--- src/acc_pkg.sv ---
// Package with register map, field layout, reset values and timing for the converter control.
package acc_pkg;
	// Register byte addresses on the 32-bit bus.
	localparam logic [7:0] ADDR_SETUP   = 8'h00;
	localparam logic [7:0] ADDR_MUX     = 8'h04;
	localparam logic [7:0] ADDR_ANALOG  = 8'h08;
	localparam logic [7:0] ADDR_EXC_ONE = 8'h0C;
	localparam logic [7:0] ADDR_EXC_TWO = 8'h10;
	localparam logic [7:0] ADDR_OFFSET  = 8'h14;
	localparam logic [7:0] ADDR_IO_LVL  = 8'h18;
	localparam logic [7:0] ADDR_IO_DIR  = 8'h1C;
	localparam logic [7:0] ADDR_CAL_CMD = 8'h20;
	localparam logic [7:0] ADDR_FILTER  = 8'h24;
	localparam logic [7:0] ADDR_STATUS  = 8'h28;

	// Reset values.
	localparam logic [7:0] SETUP_RST    = 8'h0E;
	localparam logic [7:0] MUX_RST      = 8'h01;
	localparam logic [7:0] ANALOG_RST   = 8'h00;
	localparam logic [7:0] IO_DIR_RST   = 8'hFF;
	localparam logic [7:0] ZERO_RST     = 8'h00;

	// Setup register fields.
	localparam int SETUP_SPEED_BIT  = 4;
	localparam int SETUP_REF_EN_BIT = 3;
	localparam int SETUP_REF_HI_BIT = 2;
	localparam int SETUP_BUF_EN_BIT = 1;
	// Analog control fields.
	localparam int ANALOG_BURNOUT_BIT = 7;
	localparam int ANALOG_R2_LSB      = 5;
	localparam int ANALOG_R1_LSB      = 3;
	// Mux selects.
	localparam logic [3:0] SEL_TEMP_DIODE = 4'hF;
	// Status fields.
	localparam int STAT_BUSY_BIT   = 0;
	localparam int STAT_READY_BIT  = 1;
	localparam int STAT_FILT_LSB   = 2;
	localparam int STAT_DISC_BIT   = 4;

	// Modulator clock division.
	localparam logic [7:0] MOD_DIV_SLOW_LAST = 8'hFF;
	localparam logic [7:0] MOD_DIV_FAST_LAST = 8'h7F;
	// Calibration lengths in conversion periods.
	localparam logic [3:0] CAL_SINGLE_PERIODS = 4'h7;
	localparam logic [3:0] CAL_DOUBLE_PERIODS = 4'hE;
	// Auto filter stage where the sequence rests.
	localparam logic [1:0] AUTO_LAST_STAGE = 2'h3;

	typedef enum logic [2:0] {
		ACC_CAL_NONE, ACC_CAL_SELF_OFS, ACC_CAL_SELF_GAIN, ACC_CAL_SELF_BOTH,
		ACC_CAL_SYS_OFS, ACC_CAL_SYS_GAIN
	} acc_cal_e;

	typedef enum logic [1:0] {
		ACC_FILT_AUTO, ACC_FILT_FAST, ACC_FILT_SINC2, ACC_FILT_SINC3
	} acc_filt_e;

	typedef enum logic [0:0] {ACC_ST_IDLE, ACC_ST_CAL} acc_state_e;
endpackage

--- src/acc_ctrl.sv ---
// Configuration, calibration sequencing and filter selection for a multiplexed converter.
//
// The address map and the Avalon-MM interface to the registers were chosen for this implementation.
`timescale 1ns/100ps
// What the document requires
// Modulator clock is the master clock divided by 128, or 256 with speed bit set.
// Self calibration: offset or gain take 7 periods, both together take 14.
// System offset needs zero input, system gain full-scale input; each takes 7 periods.
// Host keeps the current range field zero throughout any calibration.
// Host writes a new offset shift only after calibration completes.
// Data ready output goes low when calibration completes.
// Host should calibrate after power-on and after each gain change.
// Filter selectable as fast settling, sinc2, sinc3 or automatic.
// Auto mode after channel or gain change: two fast (first discarded), sinc2, sinc3.
// All mux select bits one connects the temperature diode, current one biasing anode; the code does not force current one on.
// Any input positive and any other negative, up to eight differential pairs.
// Burnout bit enables sourcing current on positive, sinking on negative input.
// Input buffer enabled only when buffer pin and buffer bit are both high.
// Two current sources, each 8-bit code scaled by two to the range minus one.
// Gain setting chooses 1, 2, 4, 8, 16, 32, 64 or 128.
// Offset shift code is sign-magnitude, top bit sign, seven bits magnitude.
// Reference powers up internal 2.5V; selectable internal or external, 1.25V or 2.5V.
// All eight I/O pins come up as inputs, each direction configurable.
// Direction per pin; level register drives outputs and reads input pins.
// Channel selects: 0-7 inputs, other top-bit codes common input, 1111 diode.
module acc_ctrl
	import acc_pkg::*;
#(
	parameter logic [15:0] MOD_CYCLES_PER_CONV = 16'h0040
) (
	// Clock and reset.
	input  wire logic        core_clk,
	input  wire logic        reset_n,
	// Avalon-MM register slave.
	input  wire logic [7:0]  avs_address,
	input  wire logic        avs_read,
	input  wire logic        avs_write,
	input  wire logic [31:0] avs_writedata,
	output logic      [31:0] avs_readdata,
	output logic             avs_waitrequest,
	// External pins.
	input  wire logic        buffer_pin,
	input  wire logic [7:0]  io_in,
	output logic      [7:0]  io_out,
	output logic      [7:0]  io_oe_n,
	output logic             mod_clk_out,
	output logic             result_valid_n,
	// Analog front end controls.
	output logic      [7:0]  ain_pos_en,
	output logic      [7:0]  ain_neg_en,
	output logic             common_pos_en,
	output logic             common_neg_en,
	output logic             temp_diode_en,
	output logic             burnout_source_en,
	output logic             burnout_sink_en,
	output logic             input_buffer_en,
	output logic      [10:0] excitation_one_scaled,
	output logic      [10:0] excitation_two_scaled,
	output logic      [7:0]  gain_factor,
	output logic             offset_negative,
	output logic      [6:0]  offset_magnitude,
	output logic             ref_internal_en,
	output logic             ref_high,
	// Conversion sequencing.
	output logic      [1:0]  filter_active,
	output logic             result_discard,
	output logic      [2:0]  cal_kind
);

	// Current source scaling: zero range is off, else code times two to range minus one.
	function automatic logic [10:0] exc_scale(input logic [7:0] code, input logic [1:0] range);
		logic [10:0] wide;
		wide = {3'h0, code};
		case (range)
			2'h1: exc_scale = wide;
			2'h2: exc_scale = wide << 1;
			2'h3: exc_scale = wide << 2;
			default: exc_scale = 11'h000;
		endcase
	endfunction

	logic [7:0]  setup_reg;
	logic [7:0]  mux_reg;
	logic [7:0]  analog_control_settings_reg;
	logic [7:0]  excitation_current_one_reg;
	logic [7:0]  excitation_current_two_reg;
	logic [7:0]  input_offset_shift_reg;
	logic [7:0]  io_pin_levels_reg;
	logic [7:0]  io_dir_reg;
	logic [1:0]  filter_mode_reg;
	logic        wait_reg;
	logic [31:0] rdata_reg;
	logic [1:0]  buf_sync_reg;
	logic [7:0]  io_meta_reg;
	logic [7:0]  io_sync_reg;
	logic [7:0]  mod_div_reg;
	logic        mod_clk_reg;
	logic [15:0] conv_cnt_reg;
	acc_state_e  state_reg;
	acc_cal_e    cal_kind_reg;
	logic [3:0]  cal_left_reg;
	logic        ready_n_reg;
	logic [1:0]  auto_stage_reg;
	logic        restart_reg;
	logic [1:0]  filt_out_reg;
	logic        discard_reg;

	logic        wr_take;
	logic        rd_take;
	logic        mod_tick;
	logic        conv_tick;
	logic        seq_change;
	logic [3:0]  psel;
	logic [3:0]  negative_input_select;
	logic        diode;
	logic [7:0]  io_read;
	logic [1:0]  filt_now;
	logic [2:0]  cal_cmd;
	logic        cal_start;

	assign wr_take  = avs_write && !wait_reg;
	assign rd_take  = avs_read && wait_reg;
	assign psel     = mux_reg[7:4];
	assign negative_input_select     = mux_reg[3:0];
	assign diode    = (psel == SEL_TEMP_DIODE) && (negative_input_select == SEL_TEMP_DIODE);
	assign cal_cmd  = avs_writedata[2:0];
	assign cal_start = wr_take && (avs_address == ADDR_CAL_CMD) && (state_reg == ACC_ST_IDLE)
		&& (cal_cmd >= 3'(ACC_CAL_SELF_OFS)) && (cal_cmd <= 3'(ACC_CAL_SYS_GAIN));
	// A channel change or a gain change restarts the automatic filter sequence.
	assign seq_change = wr_take && (((avs_address == ADDR_MUX) && (avs_writedata[7:0] != mux_reg))
		|| ((avs_address == ADDR_ANALOG)
		&& (avs_writedata[2:0] != analog_control_settings_reg[2:0])));
	// Input pins read back their own level, output pins the driven level.
	assign io_read  = (io_dir_reg & io_sync_reg) | (~io_dir_reg & io_pin_levels_reg);
	assign filt_now = (filter_mode_reg != 2'(ACC_FILT_AUTO)) ? filter_mode_reg :
		(auto_stage_reg < 2'h2) ? 2'(ACC_FILT_FAST) :
		(auto_stage_reg == 2'h2) ? 2'(ACC_FILT_SINC2) : 2'(ACC_FILT_SINC3);

	// Bus handshake: waitrequest drops for one cycle, one cycle after a request appears.
	always_ff @(posedge core_clk or negedge reset_n) begin
		if (!reset_n) begin
			wait_reg <= 1'b1;
		end else if (wait_reg) begin
			wait_reg <= !(avs_read || avs_write);
		end else begin
			wait_reg <= 1'b1;
		end
	end

	always_ff @(posedge core_clk or negedge reset_n) begin
		if (!reset_n) begin
			rdata_reg <= 32'h0000_0000;
		end else if (rd_take) begin
			case (avs_address)
				ADDR_SETUP:   rdata_reg <= {24'h000000, setup_reg};
				ADDR_MUX:     rdata_reg <= {24'h000000, mux_reg};
				ADDR_ANALOG:  rdata_reg <= {24'h000000, analog_control_settings_reg};
				ADDR_EXC_ONE: rdata_reg <= {24'h000000, excitation_current_one_reg};
				ADDR_EXC_TWO: rdata_reg <= {24'h000000, excitation_current_two_reg};
				ADDR_OFFSET:  rdata_reg <= {24'h000000, input_offset_shift_reg};
				ADDR_IO_LVL:  rdata_reg <= {24'h000000, io_read};
				ADDR_IO_DIR:  rdata_reg <= {24'h000000, io_dir_reg};
				ADDR_CAL_CMD: rdata_reg <= {29'h00000000, cal_kind_reg};
				ADDR_FILTER:  rdata_reg <= {30'h00000000, filter_mode_reg};
				ADDR_STATUS:  rdata_reg <= {27'h0000000, auto_stage_reg == 2'h0, filt_now,
					ready_n_reg, state_reg == ACC_ST_CAL};
				default:      rdata_reg <= 32'h0000_0000;
			endcase
		end
	end

	// Configuration registers written by software.
	always_ff @(posedge core_clk or negedge reset_n) begin
		if (!reset_n) begin
			setup_reg                   <= SETUP_RST;
			mux_reg                     <= MUX_RST;
			analog_control_settings_reg <= ANALOG_RST;
			excitation_current_one_reg  <= ZERO_RST;
			excitation_current_two_reg  <= ZERO_RST;
			input_offset_shift_reg      <= ZERO_RST;
			io_pin_levels_reg           <= ZERO_RST;
			io_dir_reg                  <= IO_DIR_RST;
			filter_mode_reg             <= 2'(ACC_FILT_AUTO);
		end else if (wr_take) begin
			case (avs_address)
				ADDR_SETUP:   setup_reg <= avs_writedata[7:0];
				ADDR_MUX:     mux_reg <= avs_writedata[7:0];
				ADDR_ANALOG:  analog_control_settings_reg <= avs_writedata[7:0];
				ADDR_EXC_ONE: excitation_current_one_reg <= avs_writedata[7:0];
				ADDR_EXC_TWO: excitation_current_two_reg <= avs_writedata[7:0];
				ADDR_OFFSET:  input_offset_shift_reg <= avs_writedata[7:0];
				ADDR_IO_LVL:  io_pin_levels_reg <= avs_writedata[7:0];
				ADDR_IO_DIR:  io_dir_reg <= avs_writedata[7:0];
				ADDR_FILTER:  filter_mode_reg <= avs_writedata[1:0];
				default:      io_dir_reg <= io_dir_reg;
			endcase
		end
	end

	// Pin synchronisers.
	always_ff @(posedge core_clk or negedge reset_n) begin
		if (!reset_n) begin
			buf_sync_reg <= 2'h0;
			io_meta_reg  <= 8'h00;
			io_sync_reg  <= 8'h00;
		end else begin
			buf_sync_reg <= {buf_sync_reg[0], buffer_pin};
			io_meta_reg  <= io_in;
			io_sync_reg  <= io_meta_reg;
		end
	end

	// Modulator clock: high phase is half the divide ratio less one cycle; a restart realigns the divider.
	assign mod_tick = setup_reg[SETUP_SPEED_BIT] ? (mod_div_reg == MOD_DIV_SLOW_LAST)
		: (mod_div_reg == MOD_DIV_FAST_LAST);

	always_ff @(posedge core_clk or negedge reset_n) begin
		if (!reset_n) begin
			mod_div_reg <= 8'h00;
			mod_clk_reg <= 1'b0;
		end else begin
			mod_div_reg <= (mod_tick || restart_reg) ? 8'h00 : mod_div_reg + 8'h01;
			mod_clk_reg <= (mod_div_reg >= (setup_reg[SETUP_SPEED_BIT] ? 8'h80 : 8'h40))
				&& !mod_tick;
		end
	end

	// Conversion counter restarts with the divider, so the first period after a change is whole.
	assign conv_tick = mod_tick && !restart_reg && (conv_cnt_reg == MOD_CYCLES_PER_CONV - 16'h0001);

	always_ff @(posedge core_clk or negedge reset_n) begin
		if (!reset_n) begin
			conv_cnt_reg <= 16'h0000;
			restart_reg  <= 1'b0;
		end else begin
			restart_reg <= seq_change || cal_start;
			if (restart_reg || conv_tick) begin
				conv_cnt_reg <= 16'h0000;
			end else if (mod_tick) begin
				conv_cnt_reg <= conv_cnt_reg + 16'h0001;
			end
		end
	end

	// Calibration sequencer.
	always_ff @(posedge core_clk or negedge reset_n) begin
		if (!reset_n) begin
			state_reg    <= ACC_ST_IDLE;
			cal_kind_reg <= ACC_CAL_NONE;
			cal_left_reg <= 4'h0;
		end else begin
			case (state_reg)
				ACC_ST_IDLE: begin
					if (cal_start) begin
						state_reg    <= ACC_ST_CAL;
						cal_kind_reg <= acc_cal_e'(cal_cmd);
						cal_left_reg <= (cal_cmd == 3'(ACC_CAL_SELF_BOTH)) ?
							CAL_DOUBLE_PERIODS : CAL_SINGLE_PERIODS;
					end
				end
				ACC_ST_CAL: begin
					if (conv_tick) begin
						cal_left_reg <= cal_left_reg - 4'h1;
						if (cal_left_reg == 4'h1) begin
							state_reg    <= ACC_ST_IDLE;
							cal_kind_reg <= ACC_CAL_NONE;
						end
					end
				end
				default: state_reg <= ACC_ST_IDLE;
			endcase
		end
	end

	// Data ready: high while calibrating or discarding, low when a valid result is ready.
	always_ff @(posedge core_clk or negedge reset_n) begin
		if (!reset_n) begin
			ready_n_reg <= 1'b1;
		end else if (cal_start || seq_change) begin
			ready_n_reg <= 1'b1;
		end else if (conv_tick && (state_reg == ACC_ST_CAL) && (cal_left_reg == 4'h1)) begin
			ready_n_reg <= 1'b0;
		end else if (conv_tick && (state_reg == ACC_ST_IDLE)) begin
			ready_n_reg <= (filter_mode_reg == 2'(ACC_FILT_AUTO)) && (auto_stage_reg == 2'h0);
		end
	end

	// Automatic filter stage advances once per finished conversion.
	always_ff @(posedge core_clk or negedge reset_n) begin
		if (!reset_n) begin
			auto_stage_reg <= 2'h0;
		end else if (seq_change) begin
			auto_stage_reg <= 2'h0;
		end else if (conv_tick && (state_reg == ACC_ST_IDLE)
			&& (auto_stage_reg != AUTO_LAST_STAGE)) begin
			auto_stage_reg <= auto_stage_reg + 2'h1;
		end
	end

	// Registered outputs.
	always_ff @(posedge core_clk or negedge reset_n) begin
		if (!reset_n) begin
			ain_pos_en            <= 8'h00;
			ain_neg_en            <= 8'h00;
			common_pos_en         <= 1'b0;
			common_neg_en         <= 1'b0;
			temp_diode_en         <= 1'b0;
			burnout_source_en     <= 1'b0;
			burnout_sink_en       <= 1'b0;
			input_buffer_en       <= 1'b0;
			excitation_one_scaled <= 11'h000;
			excitation_two_scaled <= 11'h000;
			gain_factor           <= 8'h01;
			offset_negative       <= 1'b0;
			offset_magnitude      <= 7'h00;
			ref_internal_en       <= 1'b1;
			ref_high              <= 1'b1;
			io_out                <= 8'h00;
			io_oe_n               <= 8'hFF;
		end else begin
			ain_pos_en        <= (!diode && !psel[3]) ? (8'h01 << psel[2:0]) : 8'h00;
			ain_neg_en        <= (!diode && !negative_input_select[3]) ? (8'h01 << negative_input_select[2:0]) : 8'h00;
			common_pos_en     <= !diode && psel[3];
			common_neg_en     <= !diode && negative_input_select[3];
			temp_diode_en     <= diode;
			burnout_source_en <= analog_control_settings_reg[ANALOG_BURNOUT_BIT];
			burnout_sink_en   <= analog_control_settings_reg[ANALOG_BURNOUT_BIT];
			input_buffer_en   <= buf_sync_reg[1] && setup_reg[SETUP_BUF_EN_BIT];
			// The first current source follows its own code and range in diode mode too; nothing forces it on.
			excitation_one_scaled <= exc_scale(excitation_current_one_reg,
				analog_control_settings_reg[ANALOG_R1_LSB +: 2]);
			excitation_two_scaled <= exc_scale(excitation_current_two_reg,
				analog_control_settings_reg[ANALOG_R2_LSB +: 2]);
			gain_factor       <= 8'h01 << analog_control_settings_reg[2:0];
			offset_negative   <= input_offset_shift_reg[7];
			offset_magnitude  <= input_offset_shift_reg[6:0];
			ref_internal_en   <= setup_reg[SETUP_REF_EN_BIT];
			ref_high          <= setup_reg[SETUP_REF_HI_BIT];
			io_out            <= io_pin_levels_reg;
			io_oe_n           <= io_dir_reg;
		end
	end

	assign avs_readdata    = rdata_reg;
	assign avs_waitrequest = wait_reg;
	assign mod_clk_out     = mod_clk_reg;
	assign result_valid_n  = ready_n_reg;
	assign filter_active   = filt_out_reg;
	assign result_discard  = discard_reg;
	assign cal_kind        = cal_kind_reg;

	// Filter choice and discard flag registered for the outputs.
	always_ff @(posedge core_clk or negedge reset_n) begin
		if (!reset_n) begin
			filt_out_reg   <= 2'(ACC_FILT_FAST);
			discard_reg    <= 1'b1;
		end else begin
			filt_out_reg   <= filt_now;
			discard_reg    <= (filter_mode_reg == 2'(ACC_FILT_AUTO)) && (auto_stage_reg == 2'h0);
		end
	end

endmodule

--- config.mk ---
export PLATFORM = sky130hd
export DESIGN_NAME = acc_ctrl
export DESIGN_NICKNAME = d
export VERILOG_FILES = /design/src/acc_pkg.sv /design/src/acc_ctrl.sv
export SDC_FILE = /design/constraint.sdc
export NUM_CORES = 1
export LEC_CHECK = 0
export ABC_AREA = 1
export ABC_CLOCK_PERIOD_IN_PS = 1900
export BUFFER_PORTS_ARGS = -buffer_cell sky130_fd_sc_hd__buf_2
export CORE_MARGIN = 2
export CORE_UTILIZATION = 55
export CTS_BUF_LIST = sky130_fd_sc_hd__clkbuf_16
export CTS_CLUSTER_DIAMETER = 40
export DETAILED_ROUTE_END_ITERATION = 6
export HOLD_SLACK_MARGIN = 0.05
export PLACE_DENSITY = 0.88
export SYNTH_ARGS = -nofsm -noshare
export SYNTH_HDL_FRONTEND = slang
export SYNTH_SLANG_ARGS = --single-unit
--- constraint.sdc ---
create_clock -name core_clk -period 1.9 [get_ports core_clk]
set_input_delay 0.095 -clock core_clk [delete_from_list [all_inputs] [get_ports core_clk]]
set_output_delay 0.095 -clock core_clk [all_outputs]
set_load 0.02 [all_outputs]
==> results.cfg <==
[detailed_routing]
drtAntennaViolNets = 0
wl_per_cell_um = 16.27
vias = 7599
dr.pass1.iters = 6
routed_wirelength_um = 23080
via_per_inst = 5.355
drt_iter0_drc = 780
drc = 0

[yosys]
synth_ff_type = dfrtp_1
async_flop_share_pct = 100.0
yosysWarnings = 0
syn_inst = 1009
synth-seq-cells = 208
ys_seq_area_share_pct = 57.82
synth_enable_flop_cells = 0
syn_area_um2 = 9061
yosysUniqueCellTypes = 39
synth.avg_cell_area_um2 = 8.980

[worst_setup_path]
critPathMaxFanout = 6
r2r_slack_ns = 0.04
cp.arrival_ns = 2.27
start_kind = flop
crit_required_ns = 2.31
slowest_delay_ns = 0.38
cp_slowest_cell = dfrtp_1
critPathKind = reg2reg
crit_chain = inv_2 > ha_1 > inv_2 > nor3_2 > nand2_2 > nor2_4 > buf_6 > nor2_4 > buf_12 > o21ai_1 > nor2_1
end_kind = flop

[floorplanning]
design.core.area_um2 = 16000
dieWidth_um = 132.4
fp.dieH_um = 132.4
start_util_pct = 56.63
io_pins = 172
dieArea_um2 = 17520
rows = 46

[clock_network]
cts_tree = yes
clockBufferDepth = 3
root_buffer = clkbuf_16
cts_sinks = 208
htree_levels = 1
clkTransAtPathRegs_ns = 0.06
clock_latency_ns = 0.52
cts_buffers = 26

[power_and_ir_drop]
p_switching_mw = 2.773
ir_worst_vdd_mv = 0.8294
clkPwrFrac_pct = 49.3
power_frac_seq_pct = 42.5
intPower_mw = 8.532
pwr-share-comb_pct = 8.2
power.density_nw_per_um2 = 1012
leakage_nw = 5.726
p_sw_share_pct = 24.53

[grt]
first_global_vias = 7317
grt.overflow.total = 0
grt_pass1_wl_um = 36630
grt_start_max_net_pins = 75
track_usage_pct = 25.99
grt_antenna_before_repair = 1

[layout]
layout-drive-gt1-share_pct = 22.65
final_common_cell = nand2_1
fill_cells = 1125
seq_area_um2 = 5239
syn_to_final_growth_pct = 23.25
final_cell_mix = nand2_1 (282), dfrtp_1 (181), buf_2 (120)
nets = 1244
multi_input_area_um2 = 3226
largest_reg_flops = 16
postLayoutCellArea_um2 = 11170

[worst_hold_path]
worst_hold_path_type = in2reg

[placement]
place_congestion = 0.9323
portBuffers = 121
dp_hpwl_um = 15240
place_ws_ns = 0.007330
placed_area_um2 = 9889

[sta]
hold_viol_final = 0
fin_ws_ns = 0.04193
worst_pin_slew_ns = 0.5841
finClkSkew_ns = 0.01168
drv_slew = 0
final.period_utilization_pct = 97.79
setup_viol = 0
post-route-min-period_ns = 1.858
relSlewSlack_pct = 61.06
max_freq_mhz = 538.2

[run_status]
status = complete, no violations

[flow_run]
maxCapViolCount = 0
## routing by layer
metal	up-vias	global-route usage, %	share of wire (%)
met5	-	0	0
met4	0	11.89	4.2
met3	86	5.421	9.4
met2	427	42.69	48
met1	3566	33.36	38
li1	3520	-	-
## logic make-up after synthesis
family | count (synthesis) | share of synthesized area, %
DFF | 208 | 57.82
buffers and inverters | 153 | 7.871
other | 1 | 0.04139
adders and majority gates | 10 | 1.381
AOI/OAI and AO/OA | 125 | 7.484
xor gates and xnor gates | 7 | 0.6766
and+or+nand+nor | 502 | 24.39
muxes | 3 | 0.3452
## cells in the mapped netlist (8+ instances only)
cell      number  area share [%]
o221ai_1      11             1.1
buf_4         30             2.5
inv_1         88             3.6
o21ai_0       20             1.1
buf_2          9            0.50
nand4_1        8            0.55
dfrtp_1      181              50
nand3_1       53             2.9
dfstp_2       27             7.8
o21ai_1       69             3.8
nand2_1      283              12
a21oi_1       19             1.0
nor3_1        12            0.66
nor2_1       107             4.4
inv_2         20            0.83
nor2_4         9             1.1
ha_1          10             1.4
## critical path, delay by kind of cell (launching register included)
family | cells | cell delay [ns]
DFF | 1 | 0.38
buffers and inverters | 4 | 0.37
and+or+nand+nor | 5 | 0.64
AOI/OAI and AO/OA | 1 | 0.07
adders and majority gates | 1 | 0.28
## cell type report
cell class | instances | share of cell area, %
antenna | 2 | 0.04481
clock buffer | 27 | 6.050
clock inverter | 21 | 2.812
inverter | 108 | 3.630
multi-input combinational | 674 | 28.88
sequential | 208 | 46.91
tap | 216 | 2.420
timing repair buffer | 163 | 9.254
## power groups by stage
| stage | sequential (mW) | clock, mW | combinational, mW |
|---|---|---|---|
| 5_1_grt | 4.82 | 5.84 | 1.03 |
| 3_5_place_dp | 4.87 | 0 | 0.869 |
| 6_report | 4.80 | 5.57 | 0.930 |
| 4_1_cts | 4.80 | 5.62 | 0.910 |
| 3_3_place_gp | 4.86 | 0 | 0.835 |
| 2_1_floorplan | 4.88 | 0 | 0.525 |
## per-stage QoR
stage | total power [mW] | hold slack, ns | util [%] | cells | setup TNS [ns]
finish | 11.31 | 0.1353 | 69.80 | 1419 | 0
detailed placement | 5.737 | 0.1484 | 61.81 | 1342 | 0
global route | 11.69 | 0.1980 | 69.78 | 1418 | -0.06887
CTS | 11.32 | 0.1135 | 69.28 | 1410 | -0.01318
global placement | 5.697 | 0.1483 | 61.81 | 1342 | 0
floorplan | 5.408 | -0.2006 | - | 1034 | 0
## final timing paths
check,end,start,cells past startpoint
min reg2reg,io_sync_reg[3]$_DFF_PN0_,io_meta_reg[3]$_DFF_PN0_,0
max reg2reg,conv_cnt_reg[14]$_DFFE_PN0P_,setup_reg[4]$_DFFE_PN0P_,11
min,filter_mode_reg[0]$_DFFE_PN0P_,avs_address[5],5
min in group asynchronous,conv_cnt_reg[3]$_DFFE_PN0P_,reset_n,2
max in group asynchronous,gain_factor[0]$_DFF_PN1_,reset_n,3
max,conv_cnt_reg[14]$_DFFE_PN0P_,setup_reg[4]$_DFFE_PN0P_,11
## what timing repair did
action	4_1_cts	5_1_grt
pin swaps	1	4
cloned	0	1
buffers inserted	0	6
gates resized for setup	1	5
hold buffers	20	0
hold endpoints to repair	185	0
endpoints found under the setup margin	3	15
Power figures use the tool's default switching activity.
